## src/verilog/cht_pkg.sv

```systemverilog
// Purpose: shared constants and types for the charger decision logic
// Assumes: converter codes are 10-bit fractions of the analog reference
// Notes:   temperature codes follow a 10k/3380 thermistor, 11.5k pull-up
package cht_pkg;
  // ------------------------------------------------------------------
  // clock and time base
  // ------------------------------------------------------------------
  localparam longint CLK_HZ          = 40_000_000;
  localparam longint TICK_S          = 60;   // timer resolution, seconds
  localparam longint TICK_CYCLES_DEF = TICK_S * CLK_HZ;

  // ------------------------------------------------------------------
  // converter code thresholds (code = percent * 1024 / 100)
  // ------------------------------------------------------------------
  localparam logic [9:0] C_HALF  = 10'h200;  // 50%
  localparam logic [9:0] C_P4    = 10'h029;  // 4%
  localparam logic [9:0] C_P5    = 10'h033;  // 5%
  localparam logic [9:0] C_P45   = 10'h1CD;  // 45%
  localparam logic [9:0] C_P55   = 10'h233;  // 55%
  localparam logic [9:0] C_P95   = 10'h3CD;  // 95%
  localparam logic [9:0] C_P96   = 10'h3D7;  // 96%
  localparam logic [9:0] C_GUARD = 10'h004;  // hysteresis half-width
  // thermistor codes; colder reads higher
  localparam logic [9:0] T_M20   = 10'h378;  // -20 C
  localparam logic [9:0] T_M15   = 10'h356;  // -15 C
  localparam logic [9:0] T_0     = 10'h2D8;  // 0 C
  localparam logic [9:0] T_5     = 10'h2A7;  // 5 C
  localparam logic [9:0] T_45    = 10'h132;  // 45 C
  localparam logic [9:0] T_50    = 10'h110;  // 50 C
  localparam logic [9:0] T_25    = 10'h1DC;  // 25 C, neutral duty

  // ------------------------------------------------------------------
  // decode arithmetic (ratio in thousandths, limits in minutes)
  // ------------------------------------------------------------------
  localparam int R_BASE   = 850;
  localparam int R_OFS    = 563_200;    // 0.55 * 1024 * 1000
  localparam int R_SLOPE  = 2734;       // 2.67 * 1024
  localparam int R_TOP    = 2_785_280;  // 2.72 * 1024 * 1000
  localparam int R_MIN    = 860;
  localparam int R_MAX    = 990;
  localparam int L_MIN    = 120;        // 2 hours
  localparam int L_MAX    = 720;        // 12 hours
  localparam int L_NUM    = 375;        // minutes per code = 375/224
  localparam int L_DEN    = 224;

  // ------------------------------------------------------------------
  // register map (byte addresses)
  // ------------------------------------------------------------------
  localparam logic [7:0] A_CTRL   = 8'h00;
  localparam logic [7:0] A_STATUS = 8'h04;
  localparam logic [7:0] A_CONFIG = 8'h08;
  localparam logic [7:0] A_LIMIT  = 8'h0C;
  localparam logic [1:0] CTRL_RST = 2'h2;  // charge enabled, no ps mode
  localparam int         NTIMER   = 3;
  localparam logic [9:0] PWM_MAX  = 10'h3FF;

  typedef enum logic [2:0] {
    ST_ABSENT, ST_S0, ST_S1, ST_S2, ST_S3, ST_DONE, ST_TFAULT
  } cht_state_t;

  typedef struct packed {
    logic       valid;
    logic [9:0] cfgVoltStage;  // config_pin_voltage_stage
    logic [9:0] cfgTimerRange; // config_pin_timer_range
    logic [9:0] thermSense;    // thermistor_sense_input
  } cht_adc_t;

  typedef struct packed {
    logic       compEn;
    logic       stage3En;
    logic       wideRange;
    logic       limitsSet;
    logic [9:0] ratioMilli;
    logic [9:0] comboMin;
  } cht_cfg_t;
endpackage : cht_pkg

```

## src/verilog/cht_stage_timer.sv

```systemverilog
// Purpose: one stage charge timer counting minute ticks
// Assumes: tick is a one-cycle pulse on the same clock
// Notes:   expiry is sticky until clearAll
`timescale 1ns/1ps
module cht_stage_timer (
  input  wire logic       clock,
  input  wire logic       rst_b,
  input  wire logic       tick,
  input  wire logic       start,
  input  wire logic       run,
  input  wire logic       clearAll,
  input  wire logic [9:0] limit,
  output logic            expired
);
  logic [9:0] count;

  always_ff @(posedge clock) begin
    if (!rst_b || clearAll) begin
      count   <= '0;
      expired <= 1'b0;
    end else if (start && !expired) begin
      count <= '0;
    end else if (run && tick && !expired) begin
      count <= count + 10'h001;
      if (count + 10'h001 >= limit) begin
        expired <= 1'b1;
      end
    end
  end
endmodule : cht_stage_timer

```

## src/verilog/cht_control.sv

```systemverilog
// Purpose: charger configuration decode, temperature and timer logic
// Assumes: converter samples arrive on this clock with a valid strobe
// Notes:   registers reached over APB; stage moves come from outside
//
// Notes on behaviour
// - cfg1 above half enables compensation
// - cfg1 at either rail disables Stage 3
// - cfg1 within 5..95% enables Stage 3
// - compensated ratio from rising cfg1 formula
// - uncompensated ratio from falling cfg1 formula
// - ratio held within 0.86 to 0.99
// - thermistor above 96% means disconnected
// - temperature fault with 5 degree hysteresis
// - fault halts charging, pauses timers
// - feedback pwm duty tracks thermistor reading when compensation is enabled, else fixed at 25 C code
// - absent battery halts; return restarts Stage 0
// - time limits only in power supply mode
// - cfg2 mid band sets stage limits
// - Stage 0 quarter, Stage 3 equal
// - wide range limit decode rising formula
// - narrow range limit decode falling formula
// - ends give 12 hours, centre 2 hours
// - cfg2 beyond 4/96% disables limits
// - cfg2 half selects wide or narrow range
// - timers start on Stage 0,1,3 entry
// - expired timer in its stage stops charging
// - stages 0-2 expiry fault, else done
// - Stage 3 expiry reports done charging
`timescale 1ns/1ps
module cht_control #(
  parameter int unsigned TICK_CYCLES = 32'(cht_pkg::TICK_CYCLES_DEF)
) (
  input  wire logic             clock,
  input  wire logic             rst_b,
  input  wire logic             psel,
  input  wire logic             penable,
  input  wire logic             pwrite,
  input  wire logic [7:0]       paddr,
  input  wire logic [31:0]      pwdata,
  output logic                  pready,
  output logic [31:0]           prdata,
  output logic                  pslverr,
  input  wire cht_pkg::cht_adc_t adc,
  input  wire logic             stageAdvance,
  input  wire logic             stageRevert,
  output logic                  chargeOn,
  output logic                  doneCharging,
  output logic                  timerFault,
  output logic                  tempFault,
  output logic                  batteryAbsent,
  output logic                  output_feedback_adjust_pwm
);
  import cht_pkg::*;

  // ------------------------------------------------------------------
  // helpers
  // ------------------------------------------------------------------
  // guard band keeps a noisy pin from chattering across a boundary
  function automatic logic hyst(input logic prev, input logic [9:0] c,
                                input logic [9:0] thr);
    if (c > thr + C_GUARD)      hyst = 1'b1;
    else if (c < thr - C_GUARD) hyst = 1'b0;
    else                        hyst = prev;
  endfunction : hyst

  function automatic logic [9:0] clampTo(input int v, input int lo,
                                         input int hi);
    int r;
    r = v;
    if (r < lo) r = lo;
    if (r > hi) r = hi;
    clampTo = 10'(r);
  endfunction : clampTo

  cht_cfg_t   cfg;
  cht_state_t state;
  cht_state_t prevState;
  logic [1:0] ctrl;        // [0] power supply mode, [1] charge enable
  logic       aboveLow;
  logic       belowHigh;
  logic       bAboveLow;
  logic       bBelowHigh;
  logic       limEn;
  logic [31:0] prescale;
  logic       tick;
  logic [9:0] pwmCount;
  logic [9:0] duty;
  logic [9:0] limits  [NTIMER];
  logic [NTIMER-1:0] starts;
  logic [NTIMER-1:0] runs;
  logic [NTIMER-1:0] expired;
  logic       inStage;
  logic       ownExpired;
  logic [9:0] next_ratio;
  logic [9:0] next_combo;

  // ------------------------------------------------------------------
  // configuration pin decode
  // ------------------------------------------------------------------
  always_comb begin
    if (cfg.compEn) begin
      next_ratio = clampTo(R_BASE + (int'(adc.cfgVoltStage) * 1000
                   - R_OFS) / R_SLOPE, R_MIN, R_MAX);
    end else begin
      next_ratio = clampTo((R_TOP - int'(adc.cfgVoltStage) * 1000)
                   / R_SLOPE, R_MIN, R_MAX);
    end
    if (cfg.wideRange) begin
      next_combo = clampTo(L_MIN + (int'(adc.cfgTimerRange)
                   - int'(C_P55)) * L_NUM / L_DEN, L_MIN, L_MAX);
    end else begin
      next_combo = clampTo(L_MIN + (int'(C_P45)
                   - int'(adc.cfgTimerRange)) * L_NUM / L_DEN,
                   L_MIN, L_MAX);
    end
  end

  always_ff @(posedge clock) begin
    if (!rst_b) begin
      cfg        <= '0;
      aboveLow   <= 1'b0;
      belowHigh  <= 1'b1;
      bAboveLow  <= 1'b0;
      bBelowHigh <= 1'b1;
    end else if (adc.valid) begin
      cfg.compEn    <= hyst(cfg.compEn, adc.cfgVoltStage, C_HALF);
      aboveLow      <= hyst(aboveLow, adc.cfgVoltStage, C_P5);
      belowHigh     <= !hyst(!belowHigh, adc.cfgVoltStage, C_P95);
      cfg.stage3En  <= aboveLow && belowHigh;
      cfg.wideRange <= hyst(cfg.wideRange, adc.cfgTimerRange,
                            C_HALF);
      bAboveLow     <= hyst(bAboveLow, adc.cfgTimerRange, C_P4);
      bBelowHigh    <= !hyst(!bBelowHigh, adc.cfgTimerRange, C_P96);
      cfg.limitsSet <= bAboveLow && bBelowHigh;
      cfg.ratioMilli <= next_ratio;
      cfg.comboMin   <= next_combo;
    end
  end

  assign limEn = cfg.limitsSet && ctrl[0];

  // ------------------------------------------------------------------
  // thermistor supervision
  // ------------------------------------------------------------------
  always_ff @(posedge clock) begin
    if (!rst_b) begin
      batteryAbsent <= 1'b1;
    end else if (adc.valid) begin
      batteryAbsent <= hyst(batteryAbsent, adc.thermSense, C_P96);
    end
  end

  always_ff @(posedge clock) begin
    if (!rst_b) begin
      tempFault <= 1'b0;
    end else if (adc.valid) begin
      if (batteryAbsent) begin
        tempFault <= 1'b0;
      end else if (!tempFault) begin
        tempFault <= adc.thermSense < T_50 ||
                     adc.thermSense > (cfg.wideRange ? T_M20 : T_0);
      end else begin
        tempFault <= !(adc.thermSense > T_45 &&
                     adc.thermSense < (cfg.wideRange ? T_M15 : T_5));
      end
    end
  end

  // ------------------------------------------------------------------
  // feedback adjust pwm
  // ------------------------------------------------------------------
  always_ff @(posedge clock) begin
    if (!rst_b) begin
      duty <= T_25;
    end else if (adc.valid) begin
      duty <= cfg.compEn ? adc.thermSense : T_25;
    end
  end

  always_ff @(posedge clock) begin
    if (!rst_b) begin
      pwmCount                   <= '0;
      output_feedback_adjust_pwm <= 1'b0;
    end else begin
      pwmCount <= (pwmCount == PWM_MAX) ? '0 : pwmCount + 10'h001;
      output_feedback_adjust_pwm <= pwmCount < duty;
    end
  end

  // ------------------------------------------------------------------
  // stage timers
  // ------------------------------------------------------------------
  always_ff @(posedge clock) begin
    if (!rst_b) begin
      prescale <= '0;
      tick     <= 1'b0;
    end else begin
      tick     <= prescale == TICK_CYCLES - 1;
      prescale <= (prescale == TICK_CYCLES - 1) ? '0 : prescale + 32'h1;
    end
  end

  assign limits[0] = {2'h0, cfg.comboMin[9:2]};
  assign limits[1] = cfg.comboMin;
  assign limits[2] = cfg.comboMin;
  assign starts[0] = state == ST_S0 && prevState != ST_S0;
  assign starts[1] = state == ST_S1 && prevState != ST_S1 &&
                     prevState != ST_S2;
  assign starts[2] = state == ST_S3 && prevState != ST_S3;
  assign runs[0]   = state == ST_S0;
  assign runs[1]   = state == ST_S1 || state == ST_S2;
  assign runs[2]   = state == ST_S3;

  generate
    for (genvar i = 0; i < NTIMER; i++) begin : gTimer
      cht_stage_timer uTimer (
        .clock    (clock),
        .rst_b    (rst_b),
        .tick     (tick),
        .start    (starts[i]),
        .run      (runs[i] && limEn && !tempFault),
        .clearAll (batteryAbsent || !limEn),
        .limit    (limits[i]),
        .expired  (expired[i])
      );
    end
  endgenerate

  assign ownExpired = limEn && |(expired & runs);

  // ------------------------------------------------------------------
  // stage sequence
  // ------------------------------------------------------------------
  always_ff @(posedge clock) begin
    if (!rst_b) begin
      state     <= ST_ABSENT;
      prevState <= ST_ABSENT;
    end else begin
      prevState <= state;
      if (batteryAbsent) begin
        state <= ST_ABSENT;
      end else begin
        case (state)
          ST_ABSENT: state <= ST_S0;
          ST_S0, ST_S1, ST_S2, ST_S3: begin
            if (ownExpired) begin
              state <= (state == ST_S3) ? ST_DONE : ST_TFAULT;
            end else if (tempFault) begin
              state <= state;
            end else if (stageRevert) begin
              state <= ST_S0;
            end else if (stageAdvance) begin
              case (state)
                ST_S0: state <= ST_S1;
                ST_S1: state <= ST_S2;
                ST_S2: begin
                  if (cfg.stage3En) state <= ST_S3;
                  else if (limEn)   state <= ST_DONE;
                  else              state <= ST_S2;
                end
                default: state <= state;
              endcase
            end
          end
          ST_DONE, ST_TFAULT: state <= state;
          default: state <= ST_ABSENT;
        endcase
      end
    end
  end

  assign inStage = state inside {ST_S0, ST_S1, ST_S2, ST_S3};

  always_ff @(posedge clock) begin
    if (!rst_b) begin
      chargeOn     <= 1'b0;
      doneCharging <= 1'b0;
      timerFault   <= 1'b0;
    end else begin
      chargeOn <= inStage && !ownExpired && !tempFault &&
                  !batteryAbsent && ctrl[1];
      doneCharging <= state == ST_DONE;
      timerFault   <= state == ST_TFAULT;
    end
  end

  // ------------------------------------------------------------------
  // apb slave, zero wait states
  // ------------------------------------------------------------------
  always_ff @(posedge clock) begin
    if (!rst_b) begin
      ctrl <= CTRL_RST;
    end else if (psel && penable && pready && pwrite &&
                 paddr == A_CTRL) begin
      ctrl <= pwdata[1:0];
    end
  end

  always_ff @(posedge clock) begin
    if (!rst_b) begin
      pready  <= 1'b0;
      prdata  <= '0;
      pslverr <= 1'b0;
    end else begin
      pready  <= psel && !penable;
      pslverr <= 1'b0;
      prdata  <= '0;
      if (psel && !penable) begin
        case (paddr)
          A_CTRL:   prdata <= {30'h0, ctrl};
          A_STATUS: prdata <= {24'h0, batteryAbsent, tempFault,
                               timerFault, doneCharging, chargeOn,
                               3'(state)};
          A_CONFIG: prdata <= {12'h0, cfg.ratioMilli, 5'h0, limEn,
                               cfg.limitsSet, cfg.wideRange,
                               cfg.stage3En, cfg.compEn};
          A_LIMIT:  prdata <= {22'h0, cfg.comboMin};
          default:  pslverr <= 1'b1;
        endcase
        if (pwrite && paddr != A_CTRL) begin
          pslverr <= paddr != A_STATUS && paddr != A_CONFIG &&
                     paddr != A_LIMIT;
        end
      end
    end
  end
endmodule : cht_control

```

## config.mk

```make
export PLATFORM = sky130hd
export DESIGN_NAME = cht_control
export DESIGN_NICKNAME = d
export VERILOG_FILES = /design/src/verilog/cht_pkg.sv /design/src/verilog/cht_stage_timer.sv /design/src/verilog/cht_control.sv
export SDC_FILE = /design/constraint.sdc
export NUM_CORES = 1
export LEC_CHECK = 0
export ABC_AREA = 0
export ABC_CLOCK_PERIOD_IN_PS = 25100
export BUFFER_PORTS_ARGS = -buffer_cell sky130_fd_sc_hd__buf_2
export CORE_ASPECT_RATIO = 1.5
export CORE_MARGIN = 10
export CORE_UTILIZATION = 35
export CTS_CLUSTER_DIAMETER = 100
export DETAILED_ROUTE_END_ITERATION = 6
export GPL_ROUTABILITY_DRIVEN = 0
export SYNTH_ARGS = -nofsm -noshare
export SYNTH_HDL_FRONTEND = slang
export SYNTH_HIERARCHICAL = 1
export SYNTH_SLANG_ARGS = --single-unit
export TNS_END_PERCENT = 30
```

## constraint.sdc

```tcl
create_clock -name clock -period 25.1 [get_ports clock]
set_input_delay 5.02 -clock clock [delete_from_list [all_inputs] [get_ports clock]]
set_output_delay 5.02 -clock clock [all_outputs]
set_load 0.05 [all_outputs]
```

==> impl_metrics.json <==
{
  "result_of_the_run": "finished clean",
  "category_of_the_worst_setup_path_launch_point": "primary input",
  "final.period_utilization_pct": 95.18,
  "layout.cells.most_common": "sky130_fd_sc_hd__nor2_1",
  "synth_top_cell_by_area": "sky130_fd_sc_hd__dfxtp_1",
  "crit_path_end_kind": "flop",
  "routed_via_density": 5.696,
  "synth_simple_gate_area_share_pct": 25.19,
  "num_rows": 136,
  "post-dp-hpwl_mm": 78.99,
  "number_of_antenna_violations_at_the_first_check_in_global_routing": 9,
  "yosys.area.top_type_share_pct": 9.355,
  "cts_inserted_buffers": 17,
  "final_period_minus_worst_setup_slack_ns": 23.89,
  "worstPathRequired_ns": 25.41,
  "synthArstFlopShare_pct": 0,
  "synth_sequential_area_ratio_pct": 9.355,
  "clk_root_buffer_cell": "sky130_fd_sc_hd__clkbuf_16",
  "synth.area.mux_share_pct": 1.809,
  "worstHoldStart": "cfg[16]",
  "worst_hold_path.num_cells": 1,
  "number_of_max_slew_violations_in_the_final_report": 0,
  "total_wire_length_mm": 96.22,
  "fp.dieH_um": 390.9,
  "top_library_cells_by_usage_in_the_layout_fill_and_taps_aside": "sky130_fd_sc_hd__nor2_1, sky130_fd_sc_hd__nand2_1, sky130_fd_sc_hd__buf_4",
  "drt_pass1_iterations": 6,
  "clock_sinks": 150,
  "synth_enable_flop_cells": 0,
  "gr-total-overflow": 0,
  "syn_area_per_cell_um2": 7.383,
  "worst_r2r_startpoint": "prescale[2]",
  "syn_to_final_growth_pct": 14.00,
  "design.core.area_um2": 91380,
  "max_slew_margin_pct": 23.44,
  "clk_pin_slew_worst_paths_ns": 0.07,
  "layout.area.seq_um2": 3003,
  "synth.top_cells.by_area": "sky130_fd_sc_hd__dfxtp_1, sky130_fd_sc_hd__ha_1, sky130_fd_sc_hd__fa_1",
  "worst_pin_slew_ns": 1.148,
  "die_w_um": 267.3,
  "finalNetCount": 5075,
  "synth_cell_types": 153,
  "synth_cells": 4348,
  "starting_utilization_of_the_core_area_pct": 35.13,
  "cp_slowest_cell": "sky130_fd_sc_hd__fa_1",
  "wl_met1_mm": 39.00,
  "final-hold-violation-count": 0,
  "min-delay-path-class": "reg -> reg",
  "max_clock_freq_mhz": 41.86,
  "timing.critical_path.mode_cell": "sky130_fd_sc_hd__nor2_1",
  "worst_path_largest_cell_delay_ns": 0.57,
  "drv_cap": 0,
  "holdPathEnd": "prdata[16]",
  "filler_cell_count": 9490,
  "ioPinCount": 118,
  "clk_path_buf_depth": 2,
  "route.met2.wl_mm": 49.52,
  "grt_pass1_wl_mm": 158.5,
  "detail-route-antenna-nets": 0,
  "port_buffers": 75,
  "synth_compound_gate_area_share_pct": 29.33,
  "setup.reg_to_reg.worst_slack_ns": 22.55,
  "groute.usage.overall_pct": 17.82,
  "detailroute.via_count": 33218,
  "worst_r2r_endpoint": "prescale[31]",
  "grt_max_degree": 56,
  "wl_per_cell_um": 16.50,
  "worst-r2r-cell-count": 10,
  "cts_htree_levels": 4,
  "synth_adder_area_share_pct": 17.15,
  "critical_path.startpoint": "adc[24]",
  "combinational_family_with_the_most_area_after_synthesis": "compound AO/OA/AOI/OAI gates",
  "clk_latency_ns": 0.44,
  "synth_warn": 6,
  "tns_ns": 0,
  "cp_data_arrival_time_ns": 24.20,
  "synth.ff_latch_count": 150,
  "fraction_of_final_layout_cells_with_drive_strength_greater_than_1_pct": 14.56,
  "cts_setup_buffers": 0,
  "area_of_the_multi_input_gates_um2": 27420,
  "drt_drc_violations_left": 0,
  "drt_iter0_markers": 1854,
  "synth_flop_cell": "sky130_fd_sc_hd__dfxtp_1",
  "tritoncts_clock_tree": "built",
  "synth_xor_xnor_area_share_pct": 11.27,
  "fin_worst_skew_ns": 0.01663,
  "routed.top_layer": "met5",
  "number_of_global_route_vias_before_repair": 32622,
  "critPathKind": "in -> reg",
  "critical_path_fanout_max": 10,
  "design.die.area_um2": 104500,
  "synth.cell_area_um2": 32100,
  "wl_met3_mm": 3.666,
  "setup-violations-final": 0
}
## through the flow
| stage | hold slack, ns | utilization (%) | cells | cell area, um2 | worst slack, ns |
|---|---|---|---|---|---|
| 6_report | 0.4619 | 40.05 | 5832 | 36600 | 1.210 |
| 5_1_grt | 0.4817 | 40.04 | 5830 | 36590 | -0.002757 |
| 4_1_cts | 0.4639 | 39.89 | 5830 | 36450 | 0.6445 |
| 3_5_place_dp | 0.4493 | 39.22 | 5798 | 35830 | 0.2113 |
| 3_3_place_gp | 0.4540 | 39.22 | 5798 | 35830 | 0.4068 |
| 2_1_floorplan | 0.4144 | - | 4363 | 32160 | 2.597 |
## flip-flops by register name, indices dropped and copies added (netlist names), 10 cells and up
| register | flops |
|---|---|
| prescale | 32 |
| gTimer.uTimer/count | 30 |
| cfg | 24 |
| prdata | 20 |
| duty | 10 |
| pwmCount | 10 |
## area by class of cell
cell class	instances	share of cell area, %
antenna	2	0.01368
clock buffer	19	1.238
clock inverter	13	0.4342
inverter	310	3.180
multi-input combinational	3752	74.93
sequential	150	8.205
tap	1173	4.010
timing repair buffer	413	7.993
## worst max-delay path, delay by kind of cell
kind,cells,cell delay (ns)
AO/OA/AOI/OAI,37,8.97
XOR/XNOR,3,0.50
adder cells (fa/ha/maj),9,3.50
buffers and inverters,6,1.06
AND/OR/NAND/NOR,20,5.07
## Yosys cell counts, types with 43 or more instances
library cell and n:
sky130_fd_sc_hd__a211oi_1 61, sky130_fd_sc_hd__a21o_1 53, sky130_fd_sc_hd__a21oi_1 276, sky130_fd_sc_hd__a31oi_1 65
sky130_fd_sc_hd__and2_1 80, sky130_fd_sc_hd__and3_1 60, sky130_fd_sc_hd__clkbuf_1 75, sky130_fd_sc_hd__dfxtp_1 150
sky130_fd_sc_hd__fa_1 117, sky130_fd_sc_hd__ha_1 236, sky130_fd_sc_hd__inv_1 304, sky130_fd_sc_hd__nand2_1 349
sky130_fd_sc_hd__nand2b_1 53, sky130_fd_sc_hd__nand3_1 147, sky130_fd_sc_hd__nand4_1 48, sky130_fd_sc_hd__nor2_1 418
sky130_fd_sc_hd__nor3_1 126, sky130_fd_sc_hd__nor4_1 43, sky130_fd_sc_hd__o211ai_1 48, sky130_fd_sc_hd__o21a_1 52
sky130_fd_sc_hd__o21ai_0 218, sky130_fd_sc_hd__o21ai_1 47, sky130_fd_sc_hd__o31ai_1 48, sky130_fd_sc_hd__or3_1 55
sky130_fd_sc_hd__xnor2_1 262, sky130_fd_sc_hd__xor2_1 128
## cell families after synthesis
family,after synthesis
AO/OA/AOI/OAI,1317
XOR/XNOR,402
adder cells (fa/ha/maj),374
buffers and inverters,461
flip-flops,150
multiplexers,53
other,1
AND/OR/NAND/NOR,1590
## what timing repair did
item                                    CTS  global route
hold buffers                              0             0
gates resized for setup                   0            26
hold endpoints to repair                  0             0
endpoints found under the setup margin    0            20
## layer usage
metal  global-route usage, %  up-vias
li1                        -    16521
met1                   19.76    15751
met2                   33.85      700
met3                   1.557      236
met4                   7.782       10
met5                       0        -
## worst max path at each step
stage | end | slack, ns | depth (start not counted)
after detailed placement | cfg[15] | 0.21 | 77
after CTS | cfg[15] | 0.64 | 77
after global routing | cfg[15] | -0.003 | 78
after global placement | cfg[15] | 0.41 | 77
final | cfg[15] | 1.21 | 75
after floorplan | cfg[14] | 2.60 | 75
Power is left out: the tool's default activity adds up to more than one toggle a clock period on the data nets, which glitch-free logic cannot reach.
